[config.mk]
export PLATFORM = sky130hd
export DESIGN_NAME = pcp_pwm
export DESIGN_NICKNAME = d
export VERILOG_FILES = /design/src/hw/pcp_pkg.sv /design/src/hw/pcp_tick_if.sv /design/src/hw/pcp_prescaler.sv /design/src/hw/pcp_pwm.sv
export SDC_FILE = /design/constraint.sdc
export NUM_CORES = 1
export LEC_CHECK = 0
export BUFFER_PORTS_ARGS = -buffer_cell sky130_fd_sc_hd__buf_2
export CORE_ASPECT_RATIO = 0.7
export CORE_UTILIZATION = 24
export DETAILED_ROUTE_END_ITERATION = 8
export PLACE_DENSITY = 0.4
export SYNTH_ARGS = -nofsm -noshare
export SYNTH_HDL_FRONTEND = slang
export SYNTH_SLANG_ARGS = --single-unit
[constraint.sdc]
create_clock -name ref_clk -period 2.9 [get_ports ref_clk]
set_input_delay 0.145 -clock ref_clk [delete_from_list [all_inputs] [get_ports ref_clk]]
set_output_delay 0.145 -clock ref_clk [all_outputs]
set_load 0.02 [all_outputs]
[src/hw/pcp_pkg.sv]
// Purpose: Constants and bus map for the dual-slope PWM stage
// Assumes: AHB-Lite single word transfers, 32-bit data
// Notes:   Offsets are byte addresses
package pcp_pkg;
    // ****************************************
    // Register map
    // ****************************************
    localparam logic [7:0] OFS_CTRL    = 8'h00;
    localparam logic [7:0] OFS_CMP     = 8'h04;
    localparam logic [7:0] OFS_COUNT   = 8'h08;
    localparam logic [7:0] OFS_STATUS  = 8'h0C;
    localparam logic [7:0] OFS_MASK    = 8'h10;
    // ****************************************
    // Control fields
    // ****************************************
    localparam int CTRL_EN_BIT     = 0;
    localparam int CTRL_MODE_LSB   = 1;
    localparam int CTRL_PRE_LSB    = 3;
    localparam int CTRL_DIR_BIT    = 6;
    localparam logic [1:0] MODE_NONINV = 2'h2;
    localparam logic [1:0] MODE_INV    = 2'h3;
    localparam logic [7:0] CNT_BOTTOM  = 8'h00;
    localparam logic [7:0] CNT_MAX     = 8'hFF;
    localparam logic [7:0] CMP_RESET   = 8'h00;
    localparam logic [6:0] CTRL_RESET  = 7'h00;
    localparam int STEPS_PER_PERIOD = 510;
    localparam int PRE_MAX          = 1024;
    localparam int PRE_W            = 10;
    typedef enum logic [1:0] {
        PCP_BUS_IDLE,
        PCP_BUS_WRITE,
        PCP_BUS_READ
    } pcp_bus_t;
endpackage : pcp_pkg

[src/hw/pcp_tick_if.sv]
// Purpose: Link between the prescaler and the waveform core
// Assumes: Single clock ref_clk
// Notes:   Carries select and the one-cycle tick
`timescale 1ns/1ps
interface pcp_tick_if;
    logic [2:0] sel;
    logic       run;
    logic       tick;
    modport core (output sel, output run, input tick);
    modport pre  (input sel, input run, output tick);
endinterface : pcp_tick_if

[src/hw/pcp_prescaler.sv]
// Purpose: Prescale divider producing a one-cycle timer tick
// Assumes: Select codes 0..6 map to 1,8,32,64,128,256,1024
// Notes:   Codes 7 behave as divide by 1024
`timescale 1ns/1ps
module pcp_prescaler
    import pcp_pkg::*;
(
    // Clock and reset
    input wire logic ref_clk,
    input wire logic nrst,
    // Tick link
    pcp_tick_if.pre  tk
);
    logic [PRE_W-1:0] div_cnt;
    function automatic logic [PRE_W-1:0] last_of(input logic [2:0] s);
        unique case (s)
            3'h0:    last_of = 10'h000;
            3'h1:    last_of = 10'h007;
            3'h2:    last_of = 10'h01F;
            3'h3:    last_of = 10'h03F;
            3'h4:    last_of = 10'h07F;
            3'h5:    last_of = 10'h0FF;
            default: last_of = 10'h3FF;
        endcase
    endfunction : last_of
    // Divider restarts when stopped so the first tick is a full N away
    always_ff @(posedge ref_clk or negedge nrst) begin
        if (!nrst) begin
            div_cnt <= '0;
            tk.tick <= 1'b0;
        end else if (!tk.run) begin
            div_cnt <= '0;
            tk.tick <= 1'b0;
        end else if (div_cnt >= last_of(tk.sel)) begin
            div_cnt <= '0;
            tk.tick <= 1'b1;
        end else begin
            div_cnt <= div_cnt + 10'h001;
            tk.tick <= 1'b0;
        end
    end
endmodule : pcp_prescaler

[src/hw/pcp_pwm.sv]
// Purpose: 8-bit dual-slope PWM stage with AHB-Lite registers
// Assumes: One clock ref_clk at 25 MHz, async active-low nrst
// Notes:   Compare value is latched at MAX, as in a buffered update
//
// The register offsets and the AHB-Lite slave port are this design's own decisions.
`timescale 1ns/1ps
// Functional notes
// - Counter steps on a prescaled tick of 1..1024, period N*510 clocks.
// - Non-inverted with compare at BOTTOM keeps the output low.
// - Non-inverted with compare at MAX keeps the output high.
// - Inverted mode gives the complement of both extreme cases.
// - The output may change at BOTTOM without any compare match.
// - Leaving MAX compare forces the up-match level at BOTTOM.
// - A missed up-count match is applied at BOTTOM instead.
// - The overflow flag sets each time the counter reaches BOTTOM.
// - Mode 2 is non-inverted, 3 inverted; pin driven only as output.
// - Up match clears, down match sets in non-inverted mode.
module pcp_pwm
    import pcp_pkg::*;
(
    // Clock and reset
    input  wire logic        ref_clk,
    input  wire logic        nrst,
    // AHB-Lite slave
    input  wire logic        hsel,
    input  wire logic [7:0]  haddr,
    input  wire logic [1:0]  htrans,
    input  wire logic        hwrite,
    input  wire logic [2:0]  hsize,
    input  wire logic [31:0] hwdata,
    input  wire logic        hready,
    output logic      [31:0] hrdata,
    output logic             hreadyout,
    output logic             hresp,
    // Pin and interrupt
    output logic             waveform_output_pin,
    output logic             waveform_output_pin_oe,
    output logic             irq
);
    // ****************************************
    // Registers
    // ****************************************
    logic [6:0]  ctrl;
    logic [7:0]  compare_value_reg;
    logic [7:0]  cmp_live;
    logic [7:0]  counter_value;
    logic        count_down;
    logic        waveform_output;
    logic        overflow_flag;
    logic        irq_mask;
    logic [7:0]  a_addr;
    pcp_bus_t    bus_st;
    logic        at_bottom;
    logic        step_bottom;
    logic [1:0]  output_mode_field;
    logic        inv;
    logic        next_level;
    logic        clr_ovf;
    logic        cnt_load;
    pcp_tick_if  tk ();
    assign output_mode_field = ctrl[CTRL_MODE_LSB+:2];
    assign inv = (output_mode_field == MODE_INV);
    assign tk.sel = ctrl[CTRL_PRE_LSB+:3];
    assign tk.run = ctrl[CTRL_EN_BIT];
    pcp_prescaler i_pcp_prescaler (
        .ref_clk (ref_clk),
        .nrst    (nrst),
        .tk      (tk)
    );
    // ****************************************
    // Bus slave
    // ****************************************
    // Zero wait states: every transfer answers in its first data cycle
    always_ff @(posedge ref_clk or negedge nrst) begin
        if (!nrst) begin
            bus_st <= PCP_BUS_IDLE;
            a_addr <= 8'h00;
        end else if (hready) begin
            a_addr <= haddr;
            if (hsel && htrans[1])
                bus_st <= hwrite ? PCP_BUS_WRITE : PCP_BUS_READ;
            else
                bus_st <= PCP_BUS_IDLE;
        end
    end
    always_ff @(posedge ref_clk or negedge nrst) begin
        if (!nrst) begin
            hreadyout <= 1'b1;
            hresp     <= 1'b0;
        end else begin
            hreadyout <= 1'b1;
            hresp     <= 1'b0;
        end
    end
    // Read data registered at the address phase for a flopped output
    always_ff @(posedge ref_clk or negedge nrst) begin
        if (!nrst) begin
            hrdata <= 32'h0000_0000;
        end else if (hready && hsel && htrans[1] && !hwrite) begin
            unique case (haddr)
                OFS_CTRL:   hrdata <= {25'h0, ctrl};
                OFS_CMP:    hrdata <= {24'h0, compare_value_reg};
                OFS_COUNT:  hrdata <= {24'h0, counter_value};
                OFS_STATUS: hrdata <= {31'h0, overflow_flag};
                OFS_MASK:   hrdata <= {31'h0, irq_mask};
                default:    hrdata <= 32'h0000_0000;
            endcase
        end
    end
    assign clr_ovf = (bus_st == PCP_BUS_WRITE) &&
                     (a_addr == OFS_STATUS) && hwdata[0];
    assign cnt_load = (bus_st == PCP_BUS_WRITE) && (a_addr == OFS_COUNT);
    always_ff @(posedge ref_clk or negedge nrst) begin
        if (!nrst) begin
            ctrl              <= CTRL_RESET;
            compare_value_reg <= CMP_RESET;
            irq_mask          <= 1'b0;
        end else if (bus_st == PCP_BUS_WRITE) begin
            unique case (a_addr)
                OFS_CTRL: ctrl              <= hwdata[6:0];
                OFS_CMP:  compare_value_reg <= hwdata[7:0];
                OFS_MASK: irq_mask          <= hwdata[0];
                default:  ;
            endcase
        end
    end
    // ****************************************
    // Counter
    // ****************************************
    assign at_bottom = tk.tick && count_down &&
                       (counter_value == 8'h01);
    always_ff @(posedge ref_clk or negedge nrst) begin
        if (!nrst) begin
            counter_value <= CNT_BOTTOM;
            count_down    <= 1'b0;
        end else if (cnt_load) begin
            counter_value <= hwdata[7:0];
            count_down    <= 1'b0;
        end else if (tk.tick) begin
            if (!count_down && counter_value == CNT_MAX) begin
                counter_value <= counter_value - 8'h01;
                count_down    <= 1'b1;
            end else if (count_down && counter_value == 8'h01) begin
                counter_value <= CNT_BOTTOM;
                count_down    <= 1'b0;
            end else if (count_down) begin
                counter_value <= counter_value - 8'h01;
            end else begin
                counter_value <= counter_value + 8'h01;
            end
        end
    end
    // Compare value updates at MAX, keeping each period symmetric
    always_ff @(posedge ref_clk or negedge nrst) begin
        if (!nrst)
            cmp_live <= CMP_RESET;
        else if (!tk.run || (tk.tick && !count_down &&
                 counter_value == CNT_MAX))
            cmp_live <= compare_value_reg;
    end
    // ****************************************
    // Waveform
    // ****************************************
    // Level is a function of count and compare, so extremes and the
    // symmetric BOTTOM transition come out without special tracking
    function automatic logic pwm_level(input logic [7:0] c,
                                       input logic [7:0] cmp,
                                       input logic       i);
        logic hi;
        hi = (c < cmp) || (cmp == CNT_MAX);
        pwm_level = hi ^ i;
    endfunction : pwm_level
    assign step_bottom = at_bottom;
    // At BOTTOM the level of the new period is forced, covering a
    // compare leaving MAX and a missed up-count match
    always_comb begin
        next_level = waveform_output;
        if (step_bottom)
            next_level = pwm_level(CNT_BOTTOM, cmp_live, inv);
        else if (tk.tick)
            next_level = pwm_level(counter_value, cmp_live, inv);
    end
    always_ff @(posedge ref_clk or negedge nrst) begin
        if (!nrst)
            waveform_output <= 1'b0;
        else if (output_mode_field[1])
            waveform_output <= next_level;
        else
            waveform_output <= 1'b0;
    end
    always_ff @(posedge ref_clk or negedge nrst) begin
        if (!nrst) begin
            waveform_output_pin    <= 1'b0;
            waveform_output_pin_oe <= 1'b0;
        end else begin
            waveform_output_pin    <= waveform_output;
            waveform_output_pin_oe <= ctrl[CTRL_DIR_BIT] &&
                                      output_mode_field[1];
        end
    end
    // ****************************************
    // Flag and interrupt
    // ****************************************
    always_ff @(posedge ref_clk or negedge nrst) begin
        if (!nrst)
            overflow_flag <= 1'b0;
        else if (at_bottom)
            overflow_flag <= 1'b1;
        else if (clr_ovf)
            overflow_flag <= 1'b0;
    end
    always_ff @(posedge ref_clk or negedge nrst) begin
        if (!nrst)
            irq <= 1'b0;
        else
            irq <= overflow_flag && irq_mask;
    end
endmodule : pcp_pwm

==> results.json, run 1 <==
{
  "status": "completed",
  "grt_start_max_net_pins": 41,
  "antenna-diode-count": 0,
  "worst-path-buf-inv": 0,
  "reg2reg_slack_ns": 0.42,
  "cts.htree.levels": 3,
  "vias": 2923,
  "hp-class": "input port to flop",
  "hold_path_startpoint": "haddr[6]",
  "path_max_fanout": 10,
  "ys_seq_elements": 67,
  "area_growth_pct": 16.62,
  "highest_layer": "met4",
  "wl_per_cell_um": 15.52,
  "tightest_slew_ns": 0.7390,
  "dp_hpwl_mm": 7.592,
  "end_kind": "flop",
  "startpoint_type": "flop",
  "clockBufferDepth": 2,
  "place_inst": 630,
  "path_cells": "or3_1 > ha_1 > nand2b_1 > a21oi_1 > nor2b_1 > o31ai_1 > nand4_1 > nor2_1",
  "dieArea_um2": 16800,
  "crit_family": "simple AND/OR/NAND/NOR gates",
  "synth_edf_count": 0,
  "crit_path_max_incr_delay_ns": 0.44,
  "power_leakage_uw": 0.002105,
  "final.setup.tns_ns": 0,
  "synth_area_um2": 3906,
  "cts_sinks": 67,
  "stdcell_count": 647,
  "grt_pass1_wl_mm": 16.14,
  "clk_latency_ns": 0.34,
  "drt_first_pass_iters": 4,
  "mostFrequentLayoutCells": "67 x dfrtp_1, 37 x nand2_1, 32 x nor2_1, 32 x buf_2, 31 x o21ai_0",
  "synth-async-reset-ratio_pct": 100.0,
  "cts_buffers": 9,
  "yosysWarnings": 0,
  "drcViolationCount": 0,
  "ctsResizeCount": 0,
  "rsz0062_at_grt": "no",
  "synth_top_cell_by_area": "dfrtp_1",
  "grt_antenna_before_repair": 0,
  "cts.clk_slew.worst_paths_ns": 0.06,
  "maxCapViolCount": 0,
  "setup_violations": 0,
  "drt_iter0_drc": 95,
  "seq_area_frac_synth_pct": 42.92,
  "fillCellCount": 1641,
  "die_w_um": 154.5,
  "slew_viol_final": 0,
  "period_needed_ns": 2.476,
  "synthTopCellsByArea": "dfrtp_1 43%, mux2_2 6.9%, ha_1 6.7%, buf_4 5.6%, o21ai_0 4.0%",
  "grt_pass1_vias": 2829,
  "via_per_inst": 4.518,
  "initial_core_util_pct": 24.90,
  "clock_skew_ns": 0.01015,
  "required_ns": 3.15,
  "synth_top_area_share_pct": 42.92,
  "syn-mean-instance-area_um2": 9.717,
  "cts_tree": "done",
  "wl_mm": 10.04,
  "grt_overflow_total": 0,
  "hold_viol": 0,
  "min_path_cells": 2,
  "grt_usage_pct": 12.93,
  "num_rows": 38,
  "crit_type": "flop to flop",
  "wl_met3_um": 405,
  "wirelength_met1_mm": 5.347,
  "largest_reg_flops": 10,
  "crit_arrival_ns": 2.73,
  "met2_length_mm": 4.153,
  "nNetsFinal": 513,
  "slew_headroom_pct": 50.74,
  "ff2ff_path_depth": 8,
  "ioPinCount": 87,
  "die_y_um": 108.7,
  "slowest_stage": "nand4_1",
  "drtAntennaViolNets": 0,
  "drive_above_1_share_pct": 21.92,
  "synth_cell_type_count": 62,
  "syn_inst": 402,
  "vdd_drop_max_v": 0.0002236,
  "layout_commonest_cell": "dfrtp_1",
  "rr_startpoint": "ctrl[4]",
  "gp_congestion": 0.8461,
  "regMostFlops": "i_pcp_prescaler.div_cnt",
  "r2r-end": "i_pcp_prescaler.div_cnt[8]",
  "powerDensity_nw_per_um2": 629.9,
  "finalCritPeriodShare_pct": 85.37,
  "fmax_ghz": 0.4039,
  "hold_path_end": "a_addr[6]",
  "io_buffers": 32,
  "ys.flop_type": "dfrtp_1",
  "cts_root_buf": "clkbuf_16",
  "design.core.area_um2": 15690
}
## kinds of logic (layout without fill, tap and decap cells)
kind of cell,after synthesis,count (layout),share of synthesized area [%]
other,2,26,0.1923
xor gates and xnor gates,9,9,2.018
AOI/OAI and AO/OA,84,84,13.52
adders and majority gates,21,21,6.726
buffers and inverters,60,81,8.936
DFF,67,67,42.92
muxes,31,31,9.033
and+or+nand+nor,128,128,16.66
## cells in the mapped netlist (3+ instances only)
| cell | number |
|---|---|
| xor2_1 | 5 |
| dfrtp_1 | 67 |
| nand2_1 | 37 |
| nor2b_1 | 5 |
| nor3_1 | 4 |
| a22oi_1 | 4 |
| o31ai_1 | 5 |
| or4_1 | 3 |
| a21o_1 | 4 |
| or3_1 | 5 |
| mux2i_1 | 6 |
| nand4_1 | 9 |
| nand2b_1 | 5 |
| ha_1 | 21 |
| a31oi_1 | 3 |
| nor2_1 | 32 |
| a21oi_1 | 16 |
| buf_4 | 29 |
| buf_2 | 5 |
| inv_1 | 20 |
| o21ai_0 | 31 |
| xnor2_1 | 4 |
| nand3_1 | 8 |
| mux2_2 | 24 |
| clkbuf_1 | 3 |
## cell type report
cell class / instances / area, µm² / area share (%)
sequential: 67 / 1677 / 36.80
inverter: 20 / 75.07 / 1.648
timing repair buffer: 45 / 272.8 / 5.987
clock inverter: 6 / 71.32 / 1.566
multi-input combinational: 299 / 1971 / 43.26
clock buffer: 10 / 239.0 / 5.246
tap: 200 / 250.2 / 5.493
## layer usage
layer,up-vias,track usage (%)
li1,1450,-
met1,1411,19.34
met2,53,17.97
met3,9,3.140
met4,0,4.031
met5,-,0
## worst max-delay path by stage
| stage | startpoint | endpoint | cells past startpoint |
|---|---|---|---|
| after floorplan | ctrl[4] | i_pcp_prescaler.div_cnt[2] | 8 |
| after global placement | ctrl[4] | i_pcp_prescaler.div_cnt[8] | 8 |
| after detailed placement | ctrl[4] | i_pcp_prescaler.div_cnt[8] | 8 |
| after CTS | ctrl[4] | i_pcp_prescaler.div_cnt[6] | 8 |
| after global routing | ctrl[4] | i_pcp_prescaler.div_cnt[6] | 8 |
| final | ctrl[4] | i_pcp_prescaler.div_cnt[8] | 8 |
## through the flow
step / instance area, µm² / total power [µW] / util (%) / hold WS [ns] / setup slack [ns]
6_report: 4556 / 2870 / 29.04 / 0.04923 / 0.4243
5_1_grt: 4556 / 3061 / 29.04 / 0.04164 / 0.1839
4_1_cts: 4556 / 2920 / 29.04 / 0.03480 / 0.3651
3_5_place_dp: 4235 / 1744 / 26.99 / 0.2496 / 0.3604
3_3_place_gp: 4235 / 1741 / 26.99 / 0.2345 / 0.3921
2_1_floorplan: 3996 / 1581 / - / -0.1506 / 0.7654
## power breakdown
group	internal [µW]	switching [µW]
Combinational	261	327
Clock	697	447
Sequential	1030	111
## what timing repair did
item                      in CTS  in global routing
hold buffers                   1                  0
hold endpoints to repair      27                  0
buffers inserted               0                  0
Power figures use the tool's default switching activity.
==> run 2: changes to the inputs <==
- CORE_ASPECT_RATIO: 0.7 -> 0.9
- REMOVE_ABC_BUFFERS: not set -> 1
==> results.json, run 2 (synthesized netlist as in run 1, its figures left out) <==
{
  "status": "completed",
  "io_buffers": 32,
  "grt_pass1_vias": 2863,
  "die_y_um": 123.0,
  "crit_arrival_ns": 2.71,
  "cts_root_buf": "clkbuf_16",
  "vdd_drop_max_v": 0.0003471,
  "final.setup.tns_ns": 0,
  "wl_per_cell_um": 14.60,
  "utilization_pct": 28.49,
  "post_cts_buffers": 0,
  "tightest_slew_ns": 0.8876,
  "dieArea_um2": 16790,
  "switchingPower_uw": 793.6,
  "drt_first_pass_iters": 4,
  "internal-power_uw": 1858,
  "ioPinCount": 87,
  "nNetsFinal": 510,
  "swShare_pct": 29.93,
  "grt_start_max_net_pins": 68,
  "hold_viol": 0,
  "dp_hpwl_mm": 6.920,
  "pwr-share-seq_pct": 43.8,
  "cts.htree.levels": 3,
  "via_per_inst": 4.512,
  "drtAntennaViolNets": 0,
  "drcViolationCount": 0,
  "grt_overflow_total": 0,
  "gp_congestion": 0.7903,
  "stdcell_count": 643,
  "clockBufferDepth": 2,
  "grt_antenna_before_repair": 0,
  "share_comb_of_total_power_pct": 20.0,
  "clk_latency_ns": 0.33,
  "cts_sinks": 67,
  "finalCritPeriodShare_pct": 84.69,
  "initial_core_util_pct": 24.95,
  "powerDensity_nw_per_um2": 594.4,
  "slew_headroom_pct": 40.83,
  "crit_type": "flop to flop",
  "startpoint_type": "flop",
  "period_needed_ns": 2.456,
  "maxCapViolCount": 0,
  "wl_mm": 9.390,
  "hp-class": "input port to async pin",
  "holdBufCountCts": 0,
  "grt_usage_pct": 12.07,
  "layout_commonest_cell": "dfrtp_1",
  "area_growth_pct": 14.19,
  "required_ns": 3.15,
  "mostFrequentLayoutCells": "67 x dfrtp_1, 37 x nand2_1, 32 x nor2_1, 32 x buf_2, 31 x o21ai_0",
  "clock_skew_ns": 0.005010,
  "setup_ws_ns": 0.4439,
  "fmax_ghz": 0.4071,
  "vias": 2901,
  "end_kind": "flop",
  "setup_violations": 0,
  "cts.clk_slew.worst_paths_ns": 0.05,
  "num_rows": 43,
  "ctsResizeCount": 0,
  "p_clk_share_pct": 36.2,
  "power_leakage_uw": 0.002065,
  "place_inst": 630,
  "design.core.area_um2": 15660,
  "preCtsSetupSlack_ns": 0.3977,
  "antenna-diode-count": 0,
  "cts_tree": "done",
  "grt_pass1_wl_mm": 15.31,
  "drive_above_1_share_pct": 20.41,
  "cts_buffers": 9,
  "path_max_fanout": 10,
  "regMostFlops": "i_pcp_prescaler.div_cnt",
  "die_w_um": 136.5,
  "rsz0062_at_grt": "no",
  "largest_reg_flops": 10,
  "drt_iter0_drc": 139,
  "slew_viol_final": 0
}
==> run 2: changes by cell type in the layout (fill, tap and decap cells not counted), sizes merged <==
cell         before  now
inv              22   20
clkinvlp          2    0
clkinv            1    0
dlygate4sd3       1    0
bufinv            1    0
clkbuf           10   13
buf              44   42
==> run 2: power groups by stage <==
stage / combinational, µW / sequential, µW / clock (µW)
2_1_floorplan: 399 / 1140 / 0
3_3_place_gp: 529 / 1180 / 0
3_5_place_dp: 533 / 1180 / 0
4_1_cts: 538 / 1160 / 994
5_1_grt: 615 / 1180 / 1040
6_report: 530 / 1160 / 960
==> run 2: final timing paths <==
check	start	end	slack, ns	cells past startpoint
setup / recovery	ctrl[3]	i_pcp_prescaler.div_cnt[4]	0.44	8
hold / removal	nrst	count_down	0.03	2
setup reg to reg	ctrl[3]	i_pcp_prescaler.div_cnt[4]	0.44	8
hold reg to reg	waveform_output	waveform_output_pin	0.40	0
max in group asynchronous	nrst	cmp_live[0]	2.30	2
min in group ref_clk	hwdata[1]	counter_value[1]	0.06	3
==> run 2: area by class of cell <==
class / count / area [µm²]
fill: 1665 / 11200
timing repair buffer: 42 / 235.2
inverter: 20 / 75.07
sequential: 67 / 1677
clock buffer: 13 / 250.2
multi-input combinational: 299 / 1971
tap: 202 / 252.7
==> run 2: per-stage QoR <==
stage	instance area, µm²	power (µW)	hold slack (ns)
CTS	4461	2695	0.05688
global placement	4210	1709	0.3792
finish	4461	2651	0.02568
detailed placement	4210	1711	0.3917
floorplan	3722	1535	-0.1506
global route	4461	2833	0.05509
==> run 2: worst max-delay path, cell delays in order, from the launching register on <==
cell	delay, ns
dfrtp_1	0.41
or3_1	0.39
ha_1	0.28
nand2b_1	0.14
a21oi_1	0.15
nor2b_1	0.06
o31ai_1	0.32
nand4_1	0.42
nor2_1	0.21
==> run 2: per-layer routing <==
layer  global-route usage [%]  part of all wire [%]  vias to the layer above  routed length, µm
met3                    3.485                   3.8                        6                354
met4                    2.917                  0.81                        0                 76
met5                        0                     0                        -                  0
li1                         -                     -                     1439                  -
met2                    18.46                    45                       57               4209
met1                    16.63                    51                     1399               4750
